===== src/logic/avf_pkg.sv =====
// package: command codes, field layout, reset values and carriers of the alert mask and voltage format bank
package avf_pkg;

    // ==========================================================
    // command codes
    localparam logic [7:0] CMD_ALERT_MASK = 8'h1B;
    localparam logic [7:0] CMD_VOUT_FORMAT = 8'h20;
    localparam logic [7:0] CMD_VOUT_SETPOINT = 8'h21;

    // ==========================================================
    // status register codes that select a mask byte
    localparam logic [7:0] STAT_INPUT = 8'h7C;
    localparam logic [7:0] STAT_TEMPERATURE = 8'h7D;
    localparam logic [7:0] STAT_COMM_LOGIC = 8'h7E;
    localparam logic [7:0] STAT_OTHER = 8'h7F;
    localparam logic [7:0] STAT_VENDOR = 8'h80;

    // mask slot indices
    localparam int MASK_COUNT = 5;
    localparam logic [2:0] IDX_INPUT = 3'h0;
    localparam logic [2:0] IDX_TEMPERATURE = 3'h1;
    localparam logic [2:0] IDX_COMM_LOGIC = 3'h2;
    localparam logic [2:0] IDX_OTHER = 3'h3;
    localparam logic [2:0] IDX_VENDOR = 3'h4;

    // ==========================================================
    // voltage format field layout and mode codes
    localparam int FMT_MODE_MSB = 7;
    localparam int FMT_MODE_LSB = 5;
    localparam int FMT_PARAM_MSB = 4;
    localparam int FMT_PARAM_LSB = 0;
    localparam logic [2:0] MODE_LINEAR = 3'h0;
    localparam logic [2:0] MODE_VID = 3'h1;
    localparam logic [2:0] MODE_DIRECT = 3'h2;
    localparam logic [4:0] DIRECT_PARAM = 5'h00;

    // setpoint is scaled to units of 2^-11 V
    localparam logic signed [6:0] SETPOINT_FRAC_BITS = 7'sh0B;

    // ==========================================================
    // reset values
    localparam logic [7:0] MASK_RESET = 8'h00;
    localparam logic [7:0] VOUT_FORMAT_RESET = 8'h15;
    localparam logic [15:0] VOUT_SETPOINT_RESET = 16'h0000;

    // ==========================================================
    // carriers
    typedef struct packed {
        logic valid;
        logic write;
        logic [7:0] code;
        logic [7:0] target;
        logic [15:0] wdata;
    } avf_cmd_t;

    typedef struct packed {
        logic valid;
        logic error;
        logic [15:0] rdata;
    } avf_rsp_t;

    typedef struct packed {
        logic [2:0] mode;
        logic [4:0] param;
    } avf_format_t;

endpackage : avf_pkg


===== src/logic/avf_regs.sv =====
// alert mask bytes, output voltage format register and setpoint interpretation
// How it works
// - all five masks share command 0x1B; the target status code picks the byte
// - mask bit 0 lets its status bit pull alert, 1 ignores it
// - each of eight mask bits gates the status bit at the same position
// - target code 0x7C selects the input status mask
// - target code 0x7D selects the temperature status mask
// - target code 0x7E selects the communication, memory and logic mask
// - target code 0x7F selects the other-conditions mask
// - target code 0x80 selects the vendor-specific status mask
// - format register 0x20 governs how the stored setpoint is read, including one written before the format
// - format bits 7:5 pick linear 000, VID 001 or direct 010
// - linear mode: bits 4:0 are a signed exponent applied to mantissa
// - VID mode: bits 4:0 carry a VID code identifier, not an exponent
// - direct mode: low five format bits always hold zero
// - sixteen-bit setpoint is unsigned mantissa, exponent minus eleven by default
`timescale 1ns/10ps
`default_nettype none

module avf_regs (
    input wire logic ref_clk,
    input wire logic rst,
    input wire avf_pkg::avf_cmd_t cmd,
    input wire logic [avf_pkg::MASK_COUNT-1:0][7:0] status_bytes,
    output avf_pkg::avf_rsp_t rsp,
    output logic alert_output_n,
    output logic [2:0] vout_mode,
    output logic [4:0] vout_param,
    output logic [31:0] vout_setpoint_scaled,
    output logic vout_setpoint_sat,
    output logic vout_update
);

    // ==========================================================
    // state
    typedef struct packed {
        logic [avf_pkg::MASK_COUNT-1:0][7:0] mask;
        avf_pkg::avf_format_t fmt;
        logic [15:0] setpoint;
        logic [31:0] scaled;
        logic sat;
        logic update;
        logic alert_n;
        avf_pkg::avf_rsp_t rsp;
    } avf_state_t;

    avf_state_t st;
    avf_state_t next_st;

    // ==========================================================
    // helpers
    // maps a status register code to its mask slot; hit is low for unknown codes
    function automatic logic [3:0] avf_mask_slot(input logic [7:0] code);
        logic [3:0] r;
        r = 4'h0;
        unique case (code)
            avf_pkg::STAT_INPUT: r = {1'b1, avf_pkg::IDX_INPUT};
            avf_pkg::STAT_TEMPERATURE: r = {1'b1, avf_pkg::IDX_TEMPERATURE};
            avf_pkg::STAT_COMM_LOGIC: r = {1'b1, avf_pkg::IDX_COMM_LOGIC};
            avf_pkg::STAT_OTHER: r = {1'b1, avf_pkg::IDX_OTHER};
            avf_pkg::STAT_VENDOR: r = {1'b1, avf_pkg::IDX_VENDOR};
            default: r = 4'h0;
        endcase
        return r;
    endfunction : avf_mask_slot

    // scales a mantissa by 2^exp into units of 2^-11 V, saturating at 32 bits
    function automatic logic [32:0] avf_scale(input logic [15:0] mant, input logic [4:0] expo);
        logic signed [6:0] sh;
        logic [47:0] wide;
        logic [32:0] r;
        sh = $signed({{2{expo[4]}}, expo}) + avf_pkg::SETPOINT_FRAC_BITS;
        wide = {32'h0, mant};
        if (sh >= 7'sh00) begin
            wide = wide << sh[5:0];
        end else begin
            wide = wide >> 6'((-sh));
        end
        if (wide[47:32] != 16'h0000) begin
            r = {1'b1, 32'hFFFFFFFF};
        end else begin
            r = {1'b0, wide[31:0]};
        end
        return r;
    endfunction : avf_scale

    // ==========================================================
    // next state
    logic [3:0] slot;
    logic [7:0] pending;
    logic [32:0] scaled_full;
    avf_pkg::avf_format_t wfmt;
    logic fmt_ok;

    always_comb begin
        next_st = st;
        next_st.update = 1'b0;
        next_st.rsp = '0;
        slot = avf_mask_slot(cmd.target);
        wfmt = cmd.wdata[7:0];
        // reserved mode codes are refused so the format never holds an unknown mode
        fmt_ok = (wfmt.mode == avf_pkg::MODE_LINEAR)
            || (wfmt.mode == avf_pkg::MODE_VID)
            || (wfmt.mode == avf_pkg::MODE_DIRECT && wfmt.param == avf_pkg::DIRECT_PARAM);

        if (cmd.valid) begin
            next_st.rsp.valid = 1'b1;
            unique case (cmd.code)
                avf_pkg::CMD_ALERT_MASK: begin
                    if (!slot[3]) begin
                        next_st.rsp.error = 1'b1;
                    end else if (cmd.write) begin
                        next_st.mask[slot[2:0]] = cmd.wdata[7:0];
                    end else begin
                        next_st.rsp.rdata = {8'h00, st.mask[slot[2:0]]};
                    end
                end
                avf_pkg::CMD_VOUT_FORMAT: begin
                    if (!cmd.write) begin
                        next_st.rsp.rdata = {8'h00, st.fmt};
                    end else if (fmt_ok) begin
                        next_st.fmt = wfmt;
                    end else begin
                        next_st.rsp.error = 1'b1;
                    end
                end
                avf_pkg::CMD_VOUT_SETPOINT: begin
                    if (cmd.write) begin
                        next_st.setpoint = cmd.wdata;
                        next_st.update = 1'b1;
                    end else begin
                        next_st.rsp.rdata = st.setpoint;
                    end
                end
                default: next_st.rsp.error = 1'b1;
            endcase
        end

        // setpoint is read with the format in force now, so a format change rescales it
        if (st.fmt.mode == avf_pkg::MODE_LINEAR) begin
            scaled_full = avf_scale(st.setpoint, st.fmt.param);
        end else begin
            // VID code and direct coefficients are resolved downstream; the raw word passes
            scaled_full = {17'h00000, st.setpoint};
        end
        next_st.scaled = scaled_full[31:0];
        next_st.sat = scaled_full[32];

        pending = 8'h00;
        for (int i = 0; i < avf_pkg::MASK_COUNT; i++) begin
            pending = pending | (status_bytes[i] & ~st.mask[i]);
        end
        // level follows the status: released as soon as no unmasked bit remains
        next_st.alert_n = ~(|pending);
    end

    // ==========================================================
    // registers
    always_ff @(posedge ref_clk or posedge rst) begin
        if (rst) begin
            st.mask <= {avf_pkg::MASK_COUNT{avf_pkg::MASK_RESET}};
            st.fmt <= avf_pkg::VOUT_FORMAT_RESET;
            st.setpoint <= avf_pkg::VOUT_SETPOINT_RESET;
            st.scaled <= 32'h00000000;
            st.sat <= 1'b0;
            st.update <= 1'b0;
            st.alert_n <= 1'b1;
            st.rsp <= '0;
        end else begin
            st <= next_st;
        end
    end

    assign rsp = st.rsp;
    assign alert_output_n = st.alert_n;
    assign vout_mode = st.fmt.mode;
    assign vout_param = st.fmt.param;
    assign vout_setpoint_scaled = st.scaled;
    assign vout_setpoint_sat = st.sat;
    assign vout_update = st.update;

endmodule : avf_regs

`default_nettype wire


===== config.mk =====
export PLATFORM = sky130hd
export DESIGN_NAME = avf_regs
export DESIGN_NICKNAME = d
export VERILOG_FILES = /design/src/logic/avf_pkg.sv /design/src/logic/avf_regs.sv
export SDC_FILE = /design/constraint.sdc
export NUM_CORES = 1
export LEC_CHECK = 0
export ABC_AREA = 1
export ABC_CLOCK_PERIOD_IN_PS = 5210
export BUFFER_PORTS_ARGS = -buffer_cell sky130_fd_sc_hd__clkbuf_2
export CAP_MARGIN = 20
export CORE_UTILIZATION = 45
export DETAILED_ROUTE_END_ITERATION = 12
export GPL_TIMING_DRIVEN = 0
export PLACE_DENSITY = 0.63
export SYNTH_ARGS = -nofsm -noshare
export SYNTH_HDL_FRONTEND = slang
export SYNTH_SLANG_ARGS = --single-unit

===== constraint.sdc =====
create_clock -name ref_clk -period 5.21 [get_ports ref_clk]
set_input_delay 1.3025 -clock ref_clk [delete_from_list [all_inputs] [get_ports ref_clk]]
set_output_delay 1.3025 -clock ref_clk [all_outputs]
set_load 0.02 [all_outputs]

### Word-level counts from Yosys, hierarchy flattened

Index checks and enable logic that the tools add are counted.
Widths: inputs -> output; s select.

| storage, ports and cells | value |
|---|---|
| bits in registers | 117 |
| input bits | 76 |
| output and inout port bits | 61 |
| word-level logic and storage cells | 82 |

| operators by class | value |
|---|---|
| $add $sub $neg | 2 |
| order comparisons | 3 |
| equal/unequal tests | 10 |
| shifts and indexed selects | 2 |
| multiplexer cells | 23 |
| bitwise gates (word level) | 15 |
| reduce and logical (&&, ||, !) cells | 12 |

Operators with widths:

| operator | number |
|---|---|
| $mux 48 | 2 |
| $mux 33 | 2 |
| $pmux 16 s3 | 1 |
| $shl 16x6->48 | 1 |
| $shr 16x6->48 | 1 |
| $and 8x8->8 | 5 |
| $bwmux 40 | 1 |
| $mux 8 | 5 |
| $not 8->8 | 5 |
| $eq 8x7->1 const B | 4 |
| $or 8x8->8 | 4 |
| $bmux 8 s3 | 1 |
| $demux 8 s3 | 1 |
| $pmux 4 s5 | 1 |
| $mux 18 | 1 |
| $eq 8x6->1 const B | 2 |
| $mux 16 | 1 |
| $reduce_bool 16->1 | 1 |
| $eq 8x5->1 const B | 1 |
| $eq 8x8->1 const B | 1 |
| $reduce_and 4->1 | 2 |
| $reduce_or 8->1 | 1 |
| $add 5x5->6 const B | 1 |
| $ge 6x1->1 const B | 1 |
| other kinds (13) | 21 |

### Logic depth before layout (Yosys ltp)

| logic depth | value |
|---|---|
| word-level depth | 8 |
| gate-level depth with buffers | 19 |
| mapped depth without buffers | 17 |

### Worst setup path before layout

OpenSTA, ideal clock, no wires.

| path | value |
|---|---|
| path type | input -> register |
| start | input port cmd[31] in the netlist's numbering |
| end | register st[101] in the netlist's numbering |
| library setup time | 127 ps |
| arrival | 2629 ps |
| data required time | 5083 ps |
| setup slack | 2453 ps |
| stages on the path | 7 |
| path buffers | 1 |
| cell sequence | or2_1 or4_1 nor3b_1 nand3_1 buf_2 nand2_1 o21ai_0 |

| between the ends | value |
|---|---|
| word-level cells in the longest chain between the ends | 2 |

Ends and longest elaborated chain:

| element | RTL line | RTL |
|---|---|---|
| from (decl) | avf_regs.sv:23 | `input wire avf_pkg::avf_cmd_t cmd,` |
| $eq 8x5->1 | avf_regs.sv:108 | `unique case (cmd.code)` |
| $reduce_and 4->1 (no line) | n/a |  |
| to (signal assigned) | avf_regs.sv:170 | `st <= next_st;` |
| to (decl) | avf_regs.sv:47 | `avf_state_t st;` |

No other way between the ends.
A chain may end at the register's enable or synchronous reset.

==> impl_table.tex <==
\begin{tabular}{lr}
\hline
Metric & Value \\
\hline
\multicolumn{2}{l}{\textbf{Status}} \\
Run status & complete, no violations \\
\multicolumn{2}{l}{\textbf{STA}} \\
Smallest hold slack & about 0.48 ns \\
RSZ-0062 raised after global routing & no \\
Number of setup violations in the final report & 0 \\
Setup skew after layout & slightly above 0.01 ns \\
Relative slew slack & 44.48\% \\
Final hold violation count & 0 \\
Number of slew-limit violations in the final report & 0 \\
Clock period minus worst slack & about 3.2 ns \\
Part of the cycle the worst path needs & 60.62\% \\
Worst Tran Pin Value & 0.8264 ns \\
Fmax achieved & 316.6 MHz \\
\multicolumn{2}{l}{\textbf{Power and ir drop}} \\
Power density cells & 251.4 nW/um\^{}2 \\
Static leakage & 4.684 nW \\
Power consumption & 2.336 mW \\
Worst ir drop on vdd & 0.2466 mV \\
\multicolumn{2}{l}{\textbf{Run}} \\
Count of max-cap constraint violations & 0 \\
\multicolumn{2}{l}{\textbf{Yosys}} \\
Number of different library cells in the post-synthesis netlist & 47 \\
Warning count from the yosys run & 0 \\
Average cell area after synthesis & 7.108 sq um \\
Ys async rst share & 100.0\% \\
Synthesized flop and latch total & 117 \\
Number of enable flip-flop cells after synthesis & 0 \\
Number of nets produced by synthesis & between 1000 and 1500 \\
Predominant post-synthesis flop cell & sky130\_fd\_sc\_hd\_\_dfrtp\_1 \\
Cells after Synth & 1088 \\
Sequential share of the synthesized area & a little under two fifths \\
Area of the mapped netlist & 7734 sq um \\
\multicolumn{2}{l}{\textbf{Clock tree}} \\
Count of cells resized by post-cts repair & 0 \\
Number of buffers created by CTS & 17 \\
Number of setup buffers added after CTS & 0 \\
CTS tree & yes \\
Clk buf depth & 2 \\
Post-CTS Hold Fix Bufs & 0 \\
Count of H-tree levels built during CTS & 4 \\
Clock Tree Root & sky130\_fd\_sc\_hd\_\_clkbuf\_16 \\
Number of sinks on the clock net & $\sim$120 \\
Worst-path clk slew & 0.06 ns \\
Clock latency reported for the late side of the worst-skew pair & 0.43 ns \\
\multicolumn{2}{l}{\textbf{Worst setup path}} \\
Length in cells of the worst reg-to-reg path & 19 \\
Data arrival time at the worst-slack endpoint & 3.47 ns \\
Worst setup path startpoint & vout\_param[0]\$\_DFFE\_PP1P\_ \\
R2R Path End & vout\_setpoint\_scaled[8]\$\_DFF\_PP0\_ \\
Type of origin of the critical path & flip-flop \\
Crit path max fanout & 10 \\
Kind of capture point of the worst setup path & flip-flop \\
WP data required & 5.52 ns \\
Origin of the critical flop-to-flop path & vout\_param[0]\$\_DFFE\_PP1P\_ \\
Setup Crit Path Kind & flip-flop to flip-flop \\
Reg-to-reg setup timing slack & 2.05 ns \\
\multicolumn{2}{l}{\textbf{Route}} \\
Vias per std cell & 5.427 \\
Routed Wire Length & approximately 26 mm \\
ANT nets after route & 0 \\
Count of TritonRoute iterations in the first routing pass & 5 \\
Detailed-route via count & 8016 \\
Routed length per placed instance & between 15 and 20 microns \\
First DRT Iteration DRCs & 823 \\
Residual DRC & 0 \\
\multicolumn{2}{l}{\textbf{Die}} \\
IO Pins & 137 \\
\# rows & 47 \\
Starting Density & 46.31\% \\
Chip Width & around 130 microns \\
Vertical die dimension & 133.1 microns \\
Core Footprint & 16700 sq um \\
Die Outline Area & 17710 sq um \\
\multicolumn{2}{l}{\textbf{GRT}} \\
Maximum number of pins on one net before global-route repair & 68 \\
Remaining global-route overflow & 0 \\
Antenna violations before repair & 0 \\
Wire length of the first global-routing pass & $\sim$41 mm \\
Number of global-route vias before repair & 7416 \\
Global-route usage over all layers & 30.39\% \\
\multicolumn{2}{l}{\textbf{Cells and area}} \\
Relative area change from synthesis to final layout & 20.17\% \\
NumNets Final & 1322 \\
Number of diodes added for antenna fixing & 0 \\
Share of the core filled with cells in the final layout & around 56\% \\
Share of cells above drive strength 1 & about a quarter \\
Final cell count without fillers & 1477 \\
\multicolumn{2}{l}{\textbf{Placed design}} \\
Last weighted congestion value of the routability-driven placer & between 0.9 and 1 \\
Port-buffer cells & 136 \\
Post-detailed-placement half-perimeter wirelength & 20.42 mm \\
Instance count after placement with tap cells included & 1445 \\
\multicolumn{2}{l}{\textbf{Hold path}} \\
Hold path endpoint & vout\_setpoint\_scaled[8]\$\_DFF\_PP0\_ \\
Min-Delay Path Class & flip-flop to flip-flop \\
Hold-critical path depth & 2 \\
Hold path startpoint & st[61]\$\_DFFE\_PP0P\_ \\
\hline
\end{tabular}
[cell usage after synthesis, drive strengths merged (3+ instances only)]
| library cell | n | area [sq um] |
|---|---|---|
| dfstp | 4 | 105.1 |
| nor3 | 20 | 105.1 |
| o21ai | 94 | 478.0 |
| o21a | 4 | 30.03 |
| a31oi | 7 | 43.79 |
| or2 | 3 | 18.77 |
| clkbuf | 17 | 63.81 |
| o22ai | 11 | 68.82 |
| nor4 | 6 | 37.54 |
| o2111ai | 4 | 35.03 |
| nand3 | 142 | 755.7 |
| inv | 112 | 425.4 |
| a221oi | 3 | 26.28 |
| o211ai | 10 | 75.07 |
| and2 | 11 | 68.82 |
| buf | 87 | 645.6 |
| nand4 | 9 | 56.30 |
| o311ai | 4 | 35.03 |
| a21oi | 40 | 200.2 |
| dfrtp | 113 | 2828 |
| o221ai | 3 | 26.28 |
| nand2 | 289 | 1154 |
| nor2 | 83 | 334.1 |
[power by group]
| group | switching [mW] | total (mW) | leakage (nW) | internal (mW) |
|---|---|---|---|---|
| Sequential | 0.00827 | 0.931 | 1.52 | 0.923 |
| Clock | 0.487 | 1.15 | 0.257 | 0.666 |
| Combinational | 0.165 | 0.253 | 2.91 | 0.0876 |
[cells in the final DEF, fill, tap and decap left out, types with 10 or more instances in the layout]
master                      count
sky130_fd_sc_hd__clkbuf_2     136
sky130_fd_sc_hd__buf_2         15
sky130_fd_sc_hd__o211ai_1      10
sky130_fd_sc_hd__a21oi_1       40
sky130_fd_sc_hd__nand2_2       12
sky130_fd_sc_hd__and2_1        11
sky130_fd_sc_hd__clkbuf_16     17
sky130_fd_sc_hd__clkbuf_1      17
sky130_fd_sc_hd__nand2_1      273
sky130_fd_sc_hd__dfrtp_1      113
sky130_fd_sc_hd__o22ai_1       11
sky130_fd_sc_hd__nor3_1        19
sky130_fd_sc_hd__nand3_1      133
sky130_fd_sc_hd__o21ai_0       90
sky130_fd_sc_hd__inv_1        104
sky130_fd_sc_hd__buf_4         65
sky130_fd_sc_hd__nor2_1        78
[registers in the layout, summed over array words and instances, names as in the netlist]
name,count
vout_mode,3
alert_output_n,1
vout_setpoint_sat,1
vout_update,1
vout_setpoint_scaled,32
vout_param,5
rsp,18
st,56
[layout make-up]
class,instances,area [sq um]
Tap cell,220,275.3
Fill cell,1664,7407
Clock buffer,17,425.4
Clock inverter,15,146.4
Buffer,104,709.4
Sequential cell,117,2933
Inverter,113,434.2
Multi-Input combinational cell,754,3662
Timing Repair Buffer,137,708.2
[per-stage QoR]
stage	area [sq um]	setup TNS (ns)	worst slack (ns)
after floorplan	7734	0	0.8134
final	9294	0	2.052
after global placement	8690	-59.84	-0.5412
after detailed placement	8722	0	1.727
after CTS	9294	0	2.120
after global routing	9294	0	1.862
[kinds of logic after synthesis]
family,after synthesis,synth area share [%]
flip-flops,117,37.92
AO/OA/AOI/OAI,183,13.51
AND/OR/NAND/NOR,568,33.17
XOR/XNOR,1,0.3560
buffers and inverters,217,14.72
adder cells (fa/ha/maj),2,0.3235
[worst max-delay path: stages (launching register included)]
cell	delay, ns
sky130_fd_sc_hd__dfstp_2	0.57
sky130_fd_sc_hd__inv_2	0.10
sky130_fd_sc_hd__buf_2	0.22
sky130_fd_sc_hd__ha_1	0.31
sky130_fd_sc_hd__buf_4	0.18
sky130_fd_sc_hd__inv_2	0.07
sky130_fd_sc_hd__buf_2	0.19
sky130_fd_sc_hd__nand3_1	0.12
sky130_fd_sc_hd__nand3_1	0.08
sky130_fd_sc_hd__nand2_1	0.15
sky130_fd_sc_hd__nand2_1	0.07
sky130_fd_sc_hd__nand2_1	0.09
sky130_fd_sc_hd__nand2_1	0.06
sky130_fd_sc_hd__nor2_1	0.14
sky130_fd_sc_hd__nand3_2	0.13
sky130_fd_sc_hd__nand2_4	0.14
sky130_fd_sc_hd__buf_6	0.16
sky130_fd_sc_hd__nand3_1	0.12
sky130_fd_sc_hd__nand2_1	0.09
sky130_fd_sc_hd__nand2_1	0.05
[per-layer routing]
metal,up-vias,part of all wire [%],GRT usage (%)
li1,3841,-,-
met1,3792,48,45.75
met2,356,42,43.78
met3,27,8.4,7.344
met4,0,1.6,6.944
met5,-,0,0
[how the worst max path moves through the flow]
| stage | endpoint | slack, ns | depth (start not counted) |
|---|---|---|---|
| floorplan | rsp[0]$_DFF_PP0_ | 0.81 | 1 |
| global placement | vout_setpoint_scaled[30]$_DFF_PP0_ | -0.54 | 2 |
| detailed placement | st[87]$_DFFE_PP0P_ | 1.73 | 9 |
| CTS | vout_setpoint_scaled[6]$_DFF_PP0_ | 2.12 | 19 |
| global route | vout_setpoint_scaled[5]$_DFF_PP0_ | 1.86 | 19 |
| finish | vout_setpoint_scaled[8]$_DFF_PP0_ | 2.05 | 19 |
No activity file was read; power rests on OpenSTA's default activity.
